$ cat config.mk
export PLATFORM = sky130hd
export DESIGN_NAME = lpb_ctrl
export DESIGN_NICKNAME = d
export VERILOG_FILES = /design/src/hw/lpb_pkg.sv /design/src/hw/lpb_fifo.sv /design/src/hw/lpb_ctrl.sv
export SDC_FILE = /design/constraint.sdc
export NUM_CORES = 1
export LEC_CHECK = 0
export BUFFER_PORTS_ARGS = -buffer_cell sky130_fd_sc_hd__buf_4
export CORE_AREA = 4 4 316 318
export DETAILED_ROUTE_END_ITERATION = 10
export DIE_AREA = 0 0 320 322
export PLACE_DENSITY = 0.57
export REMOVE_ABC_BUFFERS = 1
export SETUP_SLACK_MARGIN = 0.5
export SLEW_MARGIN = 30
export SYNTH_ARGS = -nofsm -noshare
export SYNTH_HDL_FRONTEND = slang
export SYNTH_HIERARCHICAL = 1
export SYNTH_SLANG_ARGS = --single-unit
$ cat constraint.sdc
create_clock -name sys_clk -period 4.7 [get_ports sys_clk]
set_input_delay 0.235 -clock sys_clk [delete_from_list [all_inputs] [get_ports sys_clk]]
set_output_delay 0.235 -clock sys_clk [all_outputs]
set_load 0.01 [all_outputs]
$ cat src/hw/lpb_pkg.sv
// Constants and types shared by the local bus controller files
package lpb_pkg;
    localparam int LPB_NCS           = 8;
    localparam int LPB_AW            = 26;
    localparam int LPB_DW            = 32;
    localparam int LPB_WSW           = 16;
    localparam int LPB_CNTW          = LPB_WSW + 1;
    localparam int LPB_DCW           = 4;
    localparam int LPB_TSZW          = 2;
    localparam int LPB_FIFO_DEPTH    = 4;
    localparam int LPB_SYS_CLK_HZ    = 20_000_000;
    localparam int LPB_PCI_MAX_HZ    = 66_000_000;
    localparam int LPB_PCI_DIV_MIN   = (LPB_SYS_CLK_HZ + LPB_PCI_MAX_HZ - 1) / LPB_PCI_MAX_HZ;
    localparam int LPB_PCI_DIV       = (LPB_PCI_DIV_MIN < 2) ? 2 : LPB_PCI_DIV_MIN;
    localparam int LPB_CS_BASE_TICKS = 2;
    localparam int LPB_ACK_MIN_TICKS = 1;
    localparam logic       LPB_RW_READ         = 1'b1;
    localparam logic [1:0] LPB_BUS_LEGACY      = 2'h0;
    localparam logic [1:0] LPB_BUS_BURST       = 2'h1;
    localparam logic [1:0] LPB_BUS_MUXED       = 2'h2;
    localparam logic [1:0] LPB_SUB_NORMAL      = 2'h0;
    localparam logic [1:0] LPB_SUB_LARGE_FLASH = 2'h1;
    localparam logic [1:0] LPB_SUB_GRAPHICS    = 2'h2;

    typedef enum logic [2:0] {
        LPB_IDLE,
        LPB_SETUP,
        LPB_ACTIVE,
        LPB_HOLD,
        LPB_DEAD
    } lpb_state_type;
endpackage

$ cat src/hw/lpb_fifo.sv
// Request FIFO with valid/ready on both sides
`timescale 1ns/1ps
`default_nettype none
module lpb_fifo #(
    parameter int WIDTH = 8,
    parameter int DEPTH = 4
) (
    // Clock and reset
    input  wire logic             sys_clk,
    input  wire logic             rst_n,
    // Fill side
    input  wire logic             in_valid,
    output logic                  in_ready,
    input  wire logic [WIDTH-1:0] in_data,
    // Drain side
    output logic                  out_valid,
    input  wire logic             out_ready,
    output logic      [WIDTH-1:0] out_data
);
    localparam int PW = (DEPTH > 1) ? $clog2(DEPTH) : 1;
    localparam int CW = $clog2(DEPTH + 1);

    logic [WIDTH-1:0] mem [DEPTH];
    logic [PW-1:0]    wr_ptr;
    logic [PW-1:0]    rd_ptr;
    logic [CW-1:0]    count;
    logic             space;
    logic [PW-1:0]    next_wr_ptr;
    logic [PW-1:0]    next_rd_ptr;
    logic [CW-1:0]    next_count;
    logic             next_space;
    logic             push;
    logic             pop;

    function automatic logic [PW-1:0] wrap_inc(input logic [PW-1:0] p);
        wrap_inc = (p == PW'(DEPTH - 1)) ? '0 : p + PW'(1);
    endfunction

    assign in_ready  = space;
    assign out_valid = (count != '0);
    assign out_data  = mem[rd_ptr];
    assign push      = in_valid && space;
    assign pop       = out_valid && out_ready;

    always_comb begin
        next_wr_ptr = push ? wrap_inc(wr_ptr) : wr_ptr;
        next_rd_ptr = pop ? wrap_inc(rd_ptr) : rd_ptr;
        next_count  = count + CW'(push) - CW'(pop);
        next_space  = (next_count != CW'(DEPTH));
    end

    always_ff @(posedge sys_clk or negedge rst_n) begin
        if (!rst_n) begin
            wr_ptr <= '0;
            rd_ptr <= '0;
            count  <= '0;
            space  <= 1'b0;
        end else begin
            wr_ptr <= next_wr_ptr;
            rd_ptr <= next_rd_ptr;
            count  <= next_count;
            space  <= next_space;
        end
    end

    // Storage needs no reset
    always_ff @(posedge sys_clk) begin
        if (push) begin
            mem[wr_ptr] <= in_data;
        end
    end
endmodule
`default_nettype wire

$ cat src/hw/lpb_ctrl.sv
// Local bus controller, non-multiplexed chip-select access
`timescale 1ns/1ps
`default_nettype none
module lpb_ctrl
    import lpb_pkg::*;
#(
    parameter int PCI_DIV = lpb_pkg::LPB_PCI_DIV,
    parameter int NCS     = lpb_pkg::LPB_NCS,
    parameter int AW      = lpb_pkg::LPB_AW,
    parameter int DW      = lpb_pkg::LPB_DW
) (
    // Clock and reset
    input  wire logic                               sys_clk,
    input  wire logic                               rst_n,
    // Access requests
    input  wire logic                               req_valid,
    output logic                                    req_ready,
    input  wire logic                               req_read,
    input  wire logic [AW-1:0]                      req_addr,
    input  wire logic [DW-1:0]                      req_wdata,
    input  wire logic [lpb_pkg::LPB_TSZW-1:0]       req_size,
    // Access answers
    output logic                                    acc_done,
    output logic                                    acc_err,
    output logic                                    rd_valid,
    output logic      [DW-1:0]                      rd_data,
    output logic                                    busy,
    // Configuration
    input  wire logic [1:0]                         cfg_bus_mode,
    input  wire logic [NCS-1:0]                     cfg_cs_en,
    input  wire logic [NCS-1:0][AW-1:0]             cfg_cs_base,
    input  wire logic [NCS-1:0][AW-1:0]             cfg_cs_mask,
    input  wire logic [NCS-1:0][1:0]                cfg_cs_submode,
    input  wire logic [NCS-1:0][lpb_pkg::LPB_WSW-1:0] wait_state_count,
    input  wire logic [NCS-1:0][lpb_pkg::LPB_DCW-1:0] dead_cycle_count,
    // Bus pins
    output logic                                    pci_clk,
    output logic      [NCS-1:0]                     lpb_cs_n,
    output logic      [AW-1:0]                      lpb_addr,
    output logic                                    lpb_rw,
    output logic                                    lpb_oe_n,
    output logic                                    transfer_start_strobe_n,
    output logic      [lpb_pkg::LPB_TSZW-1:0]       transfer_size_code,
    output logic      [DW-1:0]                      lpb_dout,
    output logic                                    lpb_dout_en_n,
    input  wire logic [DW-1:0]                      lpb_din,
    input  wire logic                               lpb_ack_n
);
    import lpb_pkg::*;

    localparam int SELW = (NCS > 1) ? $clog2(NCS) : 1;
    localparam int DIVW = $clog2(PCI_DIV);
    localparam int FW   = 1 + LPB_TSZW + AW + DW;

    // Pin synchronisers
    logic [DW-1:0] din_s1;
    logic [DW-1:0] din_s2;
    logic          ack_s1;
    logic          ack_s2;

    always_ff @(posedge sys_clk or negedge rst_n) begin
        if (!rst_n) begin
            din_s1 <= '0;
            din_s2 <= '0;
            ack_s1 <= 1'b1;
            ack_s2 <= 1'b1;
        end else begin
            din_s1 <= lpb_din;
            din_s2 <= din_s1;
            ack_s1 <= lpb_ack_n;
            ack_s2 <= ack_s1;
        end
    end

    // Bus clock divider; tick marks the edge where the bus clock rises
    logic [DIVW-1:0] div_cnt;
    logic [DIVW-1:0] next_div_cnt;
    logic            next_pci_clk;
    logic            tick;

    assign tick = (div_cnt == DIVW'(PCI_DIV - 1));

    always_comb begin
        next_div_cnt = tick ? '0 : div_cnt + DIVW'(1);
        next_pci_clk = (next_div_cnt < DIVW'(PCI_DIV / 2));
    end

    always_ff @(posedge sys_clk or negedge rst_n) begin
        if (!rst_n) begin
            div_cnt <= '0;
            pci_clk <= 1'b0;
        end else begin
            div_cnt <= next_div_cnt;
            pci_clk <= next_pci_clk;
        end
    end

    // Request FIFO
    logic          f_valid;
    logic          f_ready;
    logic [FW-1:0] f_data;
    logic          f_read;
    logic [LPB_TSZW-1:0] f_size;
    logic [AW-1:0] f_addr;
    logic [DW-1:0] f_wdata;

    lpb_fifo #(
        .WIDTH (FW),
        .DEPTH (LPB_FIFO_DEPTH)
    ) u_fifo (
        .sys_clk   (sys_clk),
        .rst_n     (rst_n),
        .in_valid  (req_valid),
        .in_ready  (req_ready),
        .in_data   ({req_read, req_size, req_addr, req_wdata}),
        .out_valid (f_valid),
        .out_ready (f_ready),
        .out_data  (f_data)
    );

    assign {f_read, f_size, f_addr, f_wdata} = f_data;

    // Access sequencer state
    lpb_state_type       state;
    logic [LPB_CNTW-1:0] cnt;
    logic [LPB_CNTW-1:0] limit;
    logic [LPB_DCW-1:0]  dcyc;
    logic [SELW-1:0]     sel;
    logic [1:0]          sub;
    logic                read;

    lpb_state_type       next_state;
    logic [LPB_CNTW-1:0] next_cnt;
    logic [LPB_CNTW-1:0] next_limit;
    logic [LPB_DCW-1:0]  next_dcyc;
    logic [SELW-1:0]     next_sel;
    logic [1:0]          next_sub;
    logic                next_read;
    logic [NCS-1:0]      next_cs_n;
    logic [AW-1:0]       next_addr;
    logic                next_rw;
    logic                next_oe_n;
    logic                next_ts_n;
    logic [LPB_TSZW-1:0] next_transfer_size_code;
    logic [DW-1:0]       next_dout;
    logic                next_dout_en_n;
    logic [DW-1:0]       next_rd_data;
    logic                next_rd_valid;
    logic                next_done;
    logic                next_err;
    logic                next_busy;
    logic                hit;
    logic [SELW-1:0]     hit_idx;
    logic                cnt_end;
    logic                ack_end;

    function automatic logic [LPB_CNTW-1:0] cnt_inc(input logic [LPB_CNTW-1:0] c);
        cnt_inc = c + LPB_CNTW'(1);
    endfunction

    function automatic logic wide_mode(input logic [1:0] m);
        wide_mode = (m == LPB_SUB_LARGE_FLASH) || (m == LPB_SUB_GRAPHICS);
    endfunction

    // Pop only on a bus clock edge so setup lasts one full bus cycle
    assign f_ready = (state == LPB_IDLE) && tick;
    assign cnt_end = (cnt_inc(cnt) == limit);
    assign ack_end = !ack_s2 && (cnt >= LPB_CNTW'(LPB_ACK_MIN_TICKS));

    always_comb begin
        hit     = 1'b0;
        hit_idx = '0;
        for (int i = 0; i < NCS; i++) begin
            if (!hit && cfg_cs_en[i] &&
                ((f_addr & cfg_cs_mask[i]) == (cfg_cs_base[i] & cfg_cs_mask[i]))) begin
                hit     = 1'b1;
                hit_idx = SELW'(i);
            end
        end
    end

    always_comb begin
        next_state     = state;
        next_cnt       = cnt;
        next_limit     = limit;
        next_dcyc      = dcyc;
        next_sel       = sel;
        next_sub       = sub;
        next_read      = read;
        next_cs_n      = lpb_cs_n;
        next_addr      = lpb_addr;
        next_rw        = lpb_rw;
        next_oe_n      = lpb_oe_n;
        next_ts_n      = transfer_start_strobe_n;
        next_transfer_size_code      = transfer_size_code;
        next_dout      = lpb_dout;
        next_dout_en_n = lpb_dout_en_n;
        next_rd_data   = rd_data;
        next_rd_valid  = 1'b0;
        next_done      = 1'b0;
        next_err       = 1'b0;
        unique case (state)
            LPB_IDLE: begin
                if (f_valid && tick) begin
                    if (!hit || cfg_bus_mode != LPB_BUS_LEGACY) begin
                        next_err = 1'b1;
                    end else begin
                        next_state     = LPB_SETUP;
                        next_sel       = hit_idx;
                        next_sub       = cfg_cs_submode[hit_idx];
                        next_read      = f_read;
                        next_limit     = LPB_CNTW'(wait_state_count[hit_idx]) +
                                         LPB_CNTW'(LPB_CS_BASE_TICKS);
                        next_dcyc      = dead_cycle_count[hit_idx];
                        next_addr      = f_addr;
                        next_rw        = f_read;
                        next_dout      = f_wdata;
                        next_dout_en_n = f_read;
                        next_ts_n      = !wide_mode(cfg_cs_submode[hit_idx]);
                        next_transfer_size_code      = (cfg_cs_submode[hit_idx] == LPB_SUB_GRAPHICS) ? f_size : '0;
                    end
                end
            end
            LPB_SETUP: begin
                if (tick) begin
                    next_state      = LPB_ACTIVE;
                    next_cnt        = '0;
                    next_cs_n       = '1;
                    next_cs_n[sel]  = 1'b0;
                    next_oe_n       = !read;
                    next_ts_n       = 1'b1;
                end
            end
            LPB_ACTIVE: begin
                if (tick) begin
                    next_cnt = cnt_inc(cnt);
                    if (cnt_end || ack_end) begin
                        next_state = LPB_HOLD;
                        next_cs_n  = '1;
                        next_oe_n  = 1'b1;
                        if (read) begin
                            next_rd_data  = din_s2;
                            next_rd_valid = 1'b1;
                        end
                        if (wide_mode(sub)) begin
                            next_addr = '0;
                        end
                    end
                end
            end
            LPB_HOLD: begin
                // One internal clock of hold after select release
                next_addr      = '0;
                next_rw        = LPB_RW_READ;
                next_dout_en_n = 1'b1;
                next_transfer_size_code      = '0;
                next_done      = 1'b1;
                next_cnt       = '0;
                next_limit     = LPB_CNTW'(dcyc) + LPB_CNTW'(1);
                next_state     = read ? LPB_DEAD : LPB_IDLE;
            end
            LPB_DEAD: begin
                // Far side may still drive data; bus stays undriven
                if (tick) begin
                    next_cnt = cnt_inc(cnt);
                    if (cnt_end) begin
                        next_state = LPB_IDLE;
                    end
                end
            end
        endcase
        next_busy = (next_state != LPB_IDLE);
    end

    always_ff @(posedge sys_clk or negedge rst_n) begin
        if (!rst_n) begin
            state                   <= LPB_IDLE;
            cnt                     <= '0;
            limit                   <= '0;
            dcyc                    <= '0;
            sel                     <= '0;
            sub                     <= LPB_SUB_NORMAL;
            read                    <= 1'b0;
            lpb_cs_n                <= '1;
            lpb_addr                <= '0;
            lpb_rw                  <= LPB_RW_READ;
            lpb_oe_n                <= 1'b1;
            transfer_start_strobe_n <= 1'b1;
            transfer_size_code      <= '0;
            lpb_dout                <= '0;
            lpb_dout_en_n           <= 1'b1;
            rd_data                 <= '0;
            rd_valid                <= 1'b0;
            acc_done                <= 1'b0;
            acc_err                 <= 1'b0;
            busy                    <= 1'b0;
        end else begin
            state                   <= next_state;
            cnt                     <= next_cnt;
            limit                   <= next_limit;
            dcyc                    <= next_dcyc;
            sel                     <= next_sel;
            sub                     <= next_sub;
            read                    <= next_read;
            lpb_cs_n                <= next_cs_n;
            lpb_addr                <= next_addr;
            lpb_rw                  <= next_rw;
            lpb_oe_n                <= next_oe_n;
            transfer_start_strobe_n <= next_ts_n;
            transfer_size_code      <= next_transfer_size_code;
            lpb_dout                <= next_dout;
            lpb_dout_en_n           <= next_dout_en_n;
            rd_data                 <= next_rd_data;
            rd_valid                <= next_rd_valid;
            acc_done                <= next_done;
            acc_err                 <= next_err;
            busy                    <= next_busy;
        end
    end
endmodule
`default_nettype wire

==> flow_summary.json <==
{
  "crit_path_start_kind": "register",
  "avgViaCountPerCell": 4.909,
  "p_total_w": 0.01821,
  "cts_tree": "built",
  "skew_ps": 55.34,
  "worst_pin_slew_ps": 942.5,
  "leakage_nw": 17.07,
  "status": "finished with violations",
  "r2r_cells": 21,
  "hpwl_um": 101500,
  "cp_slowest_cell": "or4_4",
  "worst_r2r_startpoint": "u_fifo/rd_ptr[0]",
  "dieWidth_um": 320,
  "core-area_mm2": 0.09657,
  "critPathMostFrequentCell": "buf_12",
  "drtIter0Drc": 1854,
  "syn-instance-count": 1879,
  "yosysUniqueCellTypes": 81,
  "cts_root_buf": "clkbuf_16",
  "crit_fanout": 8,
  "drt-total-wl_um": 126500,
  "grt_pass1_vias": 22620,
  "ioPinCount": 809,
  "track_usage_pct": 23.47,
  "worst_slack_ps": -381.3,
  "grt_max_degree": 109,
  "cp_num_buf_inv": 7,
  "fin_crit_ps": 5081,
  "synth_ff_type": "edfxtp_1",
  "avgSynthCellArea_um2": 12.86,
  "initial_core_util_pct": 25.02,
  "syn_to_final_growth_pct": 61.58,
  "cts_buffers": 55,
  "htree_num_levels": 2,
  "drive_gt1_share_pct": 50.35,
  "rsz0062_at_grt": "yes",
  "layout_commonest_cell": "buf_4",
  "dr.pass1.iters": 7,
  "nets": 3825,
  "insertion_delay_ps": 640,
  "fp.dieH_um": 322,
  "min_period_over_period_pct": 108.1,
  "vdd_ir_drop_max_uv": 362.1,
  "wl_per_cell_um": 28.39,
  "portBuffers": 808,
  "crit_family": "compound AO/OA/AOI/OAI gates",
  "slew_headroom_pct": 37.17,
  "cp_cell_sequence": "buf_12 -> buf_12 -> mux4_2 -> buf_6 -> buf_4 -> xor2_1 -> a22oi_2 -> nand4_1 -> or4_4 -> a21oi_2 -> o21bai_2 -> a21o_4 -> buf_12 -> buf_8 -> mux2i_2 -> o22a_4 -> a211oi_4 -> and4_4 -> buf_6 -> a31oi_1 -> o31ai_1",
  "globalplace.congestion": 0.9934,
  "worst-r2r-setup-slack_ps": -380,
  "antenna_found_initial": 38,
  "post-route-util_pct": 40.42,
  "postRouteAntennaNets": 0,
  "hold_path_end": "u_fifo/wr_ptr[0]",
  "worstSetupPathType": "register to register",
  "crit_path_end_kind": "register",
  "ys_seq_elements": 474,
  "async_flop_share_pct": 48.52,
  "synth_seq_area_share_pct": 54.22,
  "reg2reg_to": "limit[14]",
  "cts.sinks": 474,
  "num_rows": 114,
  "final_cell_mix": "buf_4, edfxtp_1, xor2_1, dfrtp_1, a22oi_1",
  "grt_overflow_total": 0,
  "arrival_ps": 5570,
  "die_area_mm2": 0.1030,
  "setup_violations": 58,
  "netlist_area_mm2": 0.02416,
  "cts_buffer_depth": 3,
  "vias": 21870,
  "power_density_mw_per_mm2": 466.5,
  "holdPathStages": 3,
  "final-max-slew-violation-count": 0,
  "hold_start": "req_valid",
  "ys.warnings.count": 6,
  "max_stage_delay_ps": 620,
  "clock.fmax_mhz": 196.8,
  "worst_ep_required_time_ps": 5190,
  "route.detailed.drc": 0,
  "violations": "negative setup slack",
  "clkTransAtPathRegs_ps": 60,
  "hold_violations": 0,
  "synth_edf_count": 244,
  "maxCapViolCount": 0,
  "grt_pass1_wl_um": 173100,
  "hold_class": "input pin to register"
}
[tightest hold or removal path, cell delays in order]
cell and delay (ps):
buf_4 130, nand2_1 130, mux2_2 170
[synthesized netlist by cell type (all sizes together), types with 18 or more instances]
| cell | number | area, um^2 |
|---|---|---|
| mux4 | 61 | 1385 |
| a211oi | 19 | 167.7 |
| nand3 | 43 | 215.2 |
| nor4 | 24 | 196.4 |
| inv | 46 | 172.7 |
| dfrtp | 217 | 5430 |
| xor2 | 220 | 1927 |
| a21oi | 24 | 120.1 |
| mux2i | 82 | 820.8 |
| buf | 59 | 486.7 |
| nor2 | 53 | 206.5 |
| o21ai | 49 | 245.2 |
| mux2 | 84 | 945.9 |
| o31ai | 18 | 135.1 |
| clkbuf | 44 | 165.2 |
| edfxtp | 244 | 7327 |
| nand2 | 142 | 533.0 |
| nand4 | 51 | 319.1 |
| a22oi | 167 | 1264 |
[sequential cells by signal, summed over array words and instances, names as in the netlist, 2 cells and up]
signal              cells
din_s2                 32
dcyc                    4
transfer_size_code      2
state                   3
u_fifo/count            3
din_s1                 32
sel                     3
lpb_addr               26
u_fifo/rd_ptr           2
sub                     2
u_fifo/wr_ptr           2
lpb_cs_n                8
u_fifo/mem            244
cnt                    17
limit                  17
lpb_dout               32
rd_data                32
[timing repair]
action / in CTS / in global routing
hold buffers: 95 / 0
setup endpoints to repair: 93 / 93
hold endpoints to repair: 375 / 0
setup buffers: 64 / 19
cloned: 9 / 0
gates resized for setup: 213 / 108
pin swaps: 59 / 66
[layer usage]
metal	GRT usage [%]	wire (um)
met4	6.706	4017
met2	39.01	60100
met5	0	190
met3	6.365	10180
met1	30.07	51990
[power by group]
group	internal (W)	switching (W)
Sequential	0.00501	0.000207
Combinational	0.00391	0.00468
Clock	0.00258	0.00182
[worst max-delay path by stage]
| stage | start | end | slack [ps] | depth (start not counted) |
|---|---|---|---|---|
| floorplan | u_fifo/rd_ptr[0] | limit[13] | -2890 | 17 |
| global placement | u_fifo/rd_ptr[0] | limit[13] | -960 | 20 |
| detailed placement | u_fifo/rd_ptr[0] | limit[13] | -980 | 20 |
| CTS | u_fifo/rd_ptr[0] | limit[13] | -420 | 24 |
| global route | u_fifo/rd_ptr[0] | limit[13] | -610 | 24 |
| finish | u_fifo/rd_ptr[0] | limit[14] | -380 | 21 |
[per-stage QoR]
| step | setup slack [ps] | hold WS [ps] | area [um^2] | cells | setup TNS, ps |
|---|---|---|---|---|---|
| after floorplan | -2889 | -60.59 | 23510 | 1776 | -176820 |
| after global placement | -962.8 | 331.9 | 33810 | 4144 | -27550 |
| after detailed placement | -975.1 | 334.7 | 33830 | 4145 | -33790 |
| after CTS | -420.4 | 50.52 | 38350 | 4417 | -7626 |
| after global routing | -608.6 | 65.14 | 39020 | 4450 | -22520 |
| final | -381.3 | 91.20 | 39030 | 4455 | -6942 |
[cell type report]
class	instances	area, um^2
clock inverters	33	379.1
multi-input cells	1255	11250
repair buffers	1280	10950
diodes	19	47.55
clock buffers	71	1516
inverters	47	183.9
flip-flops and latches	474	13110
fillers	9238	57530
well taps	1276	1597
[cell families after synthesis]
family | count (synthesis) | share of synthesized area (%)
buf+inv | 150 | 3.429
mux | 227 | 13.05
compound gates | 382 | 11.49
simple gates | 395 | 8.422
fa+ha+maj | 13 | 0.7044
xor+xnor | 238 | 8.686
flops | 474 | 54.22
Note: power is estimated with default switching activity, not from simulation.
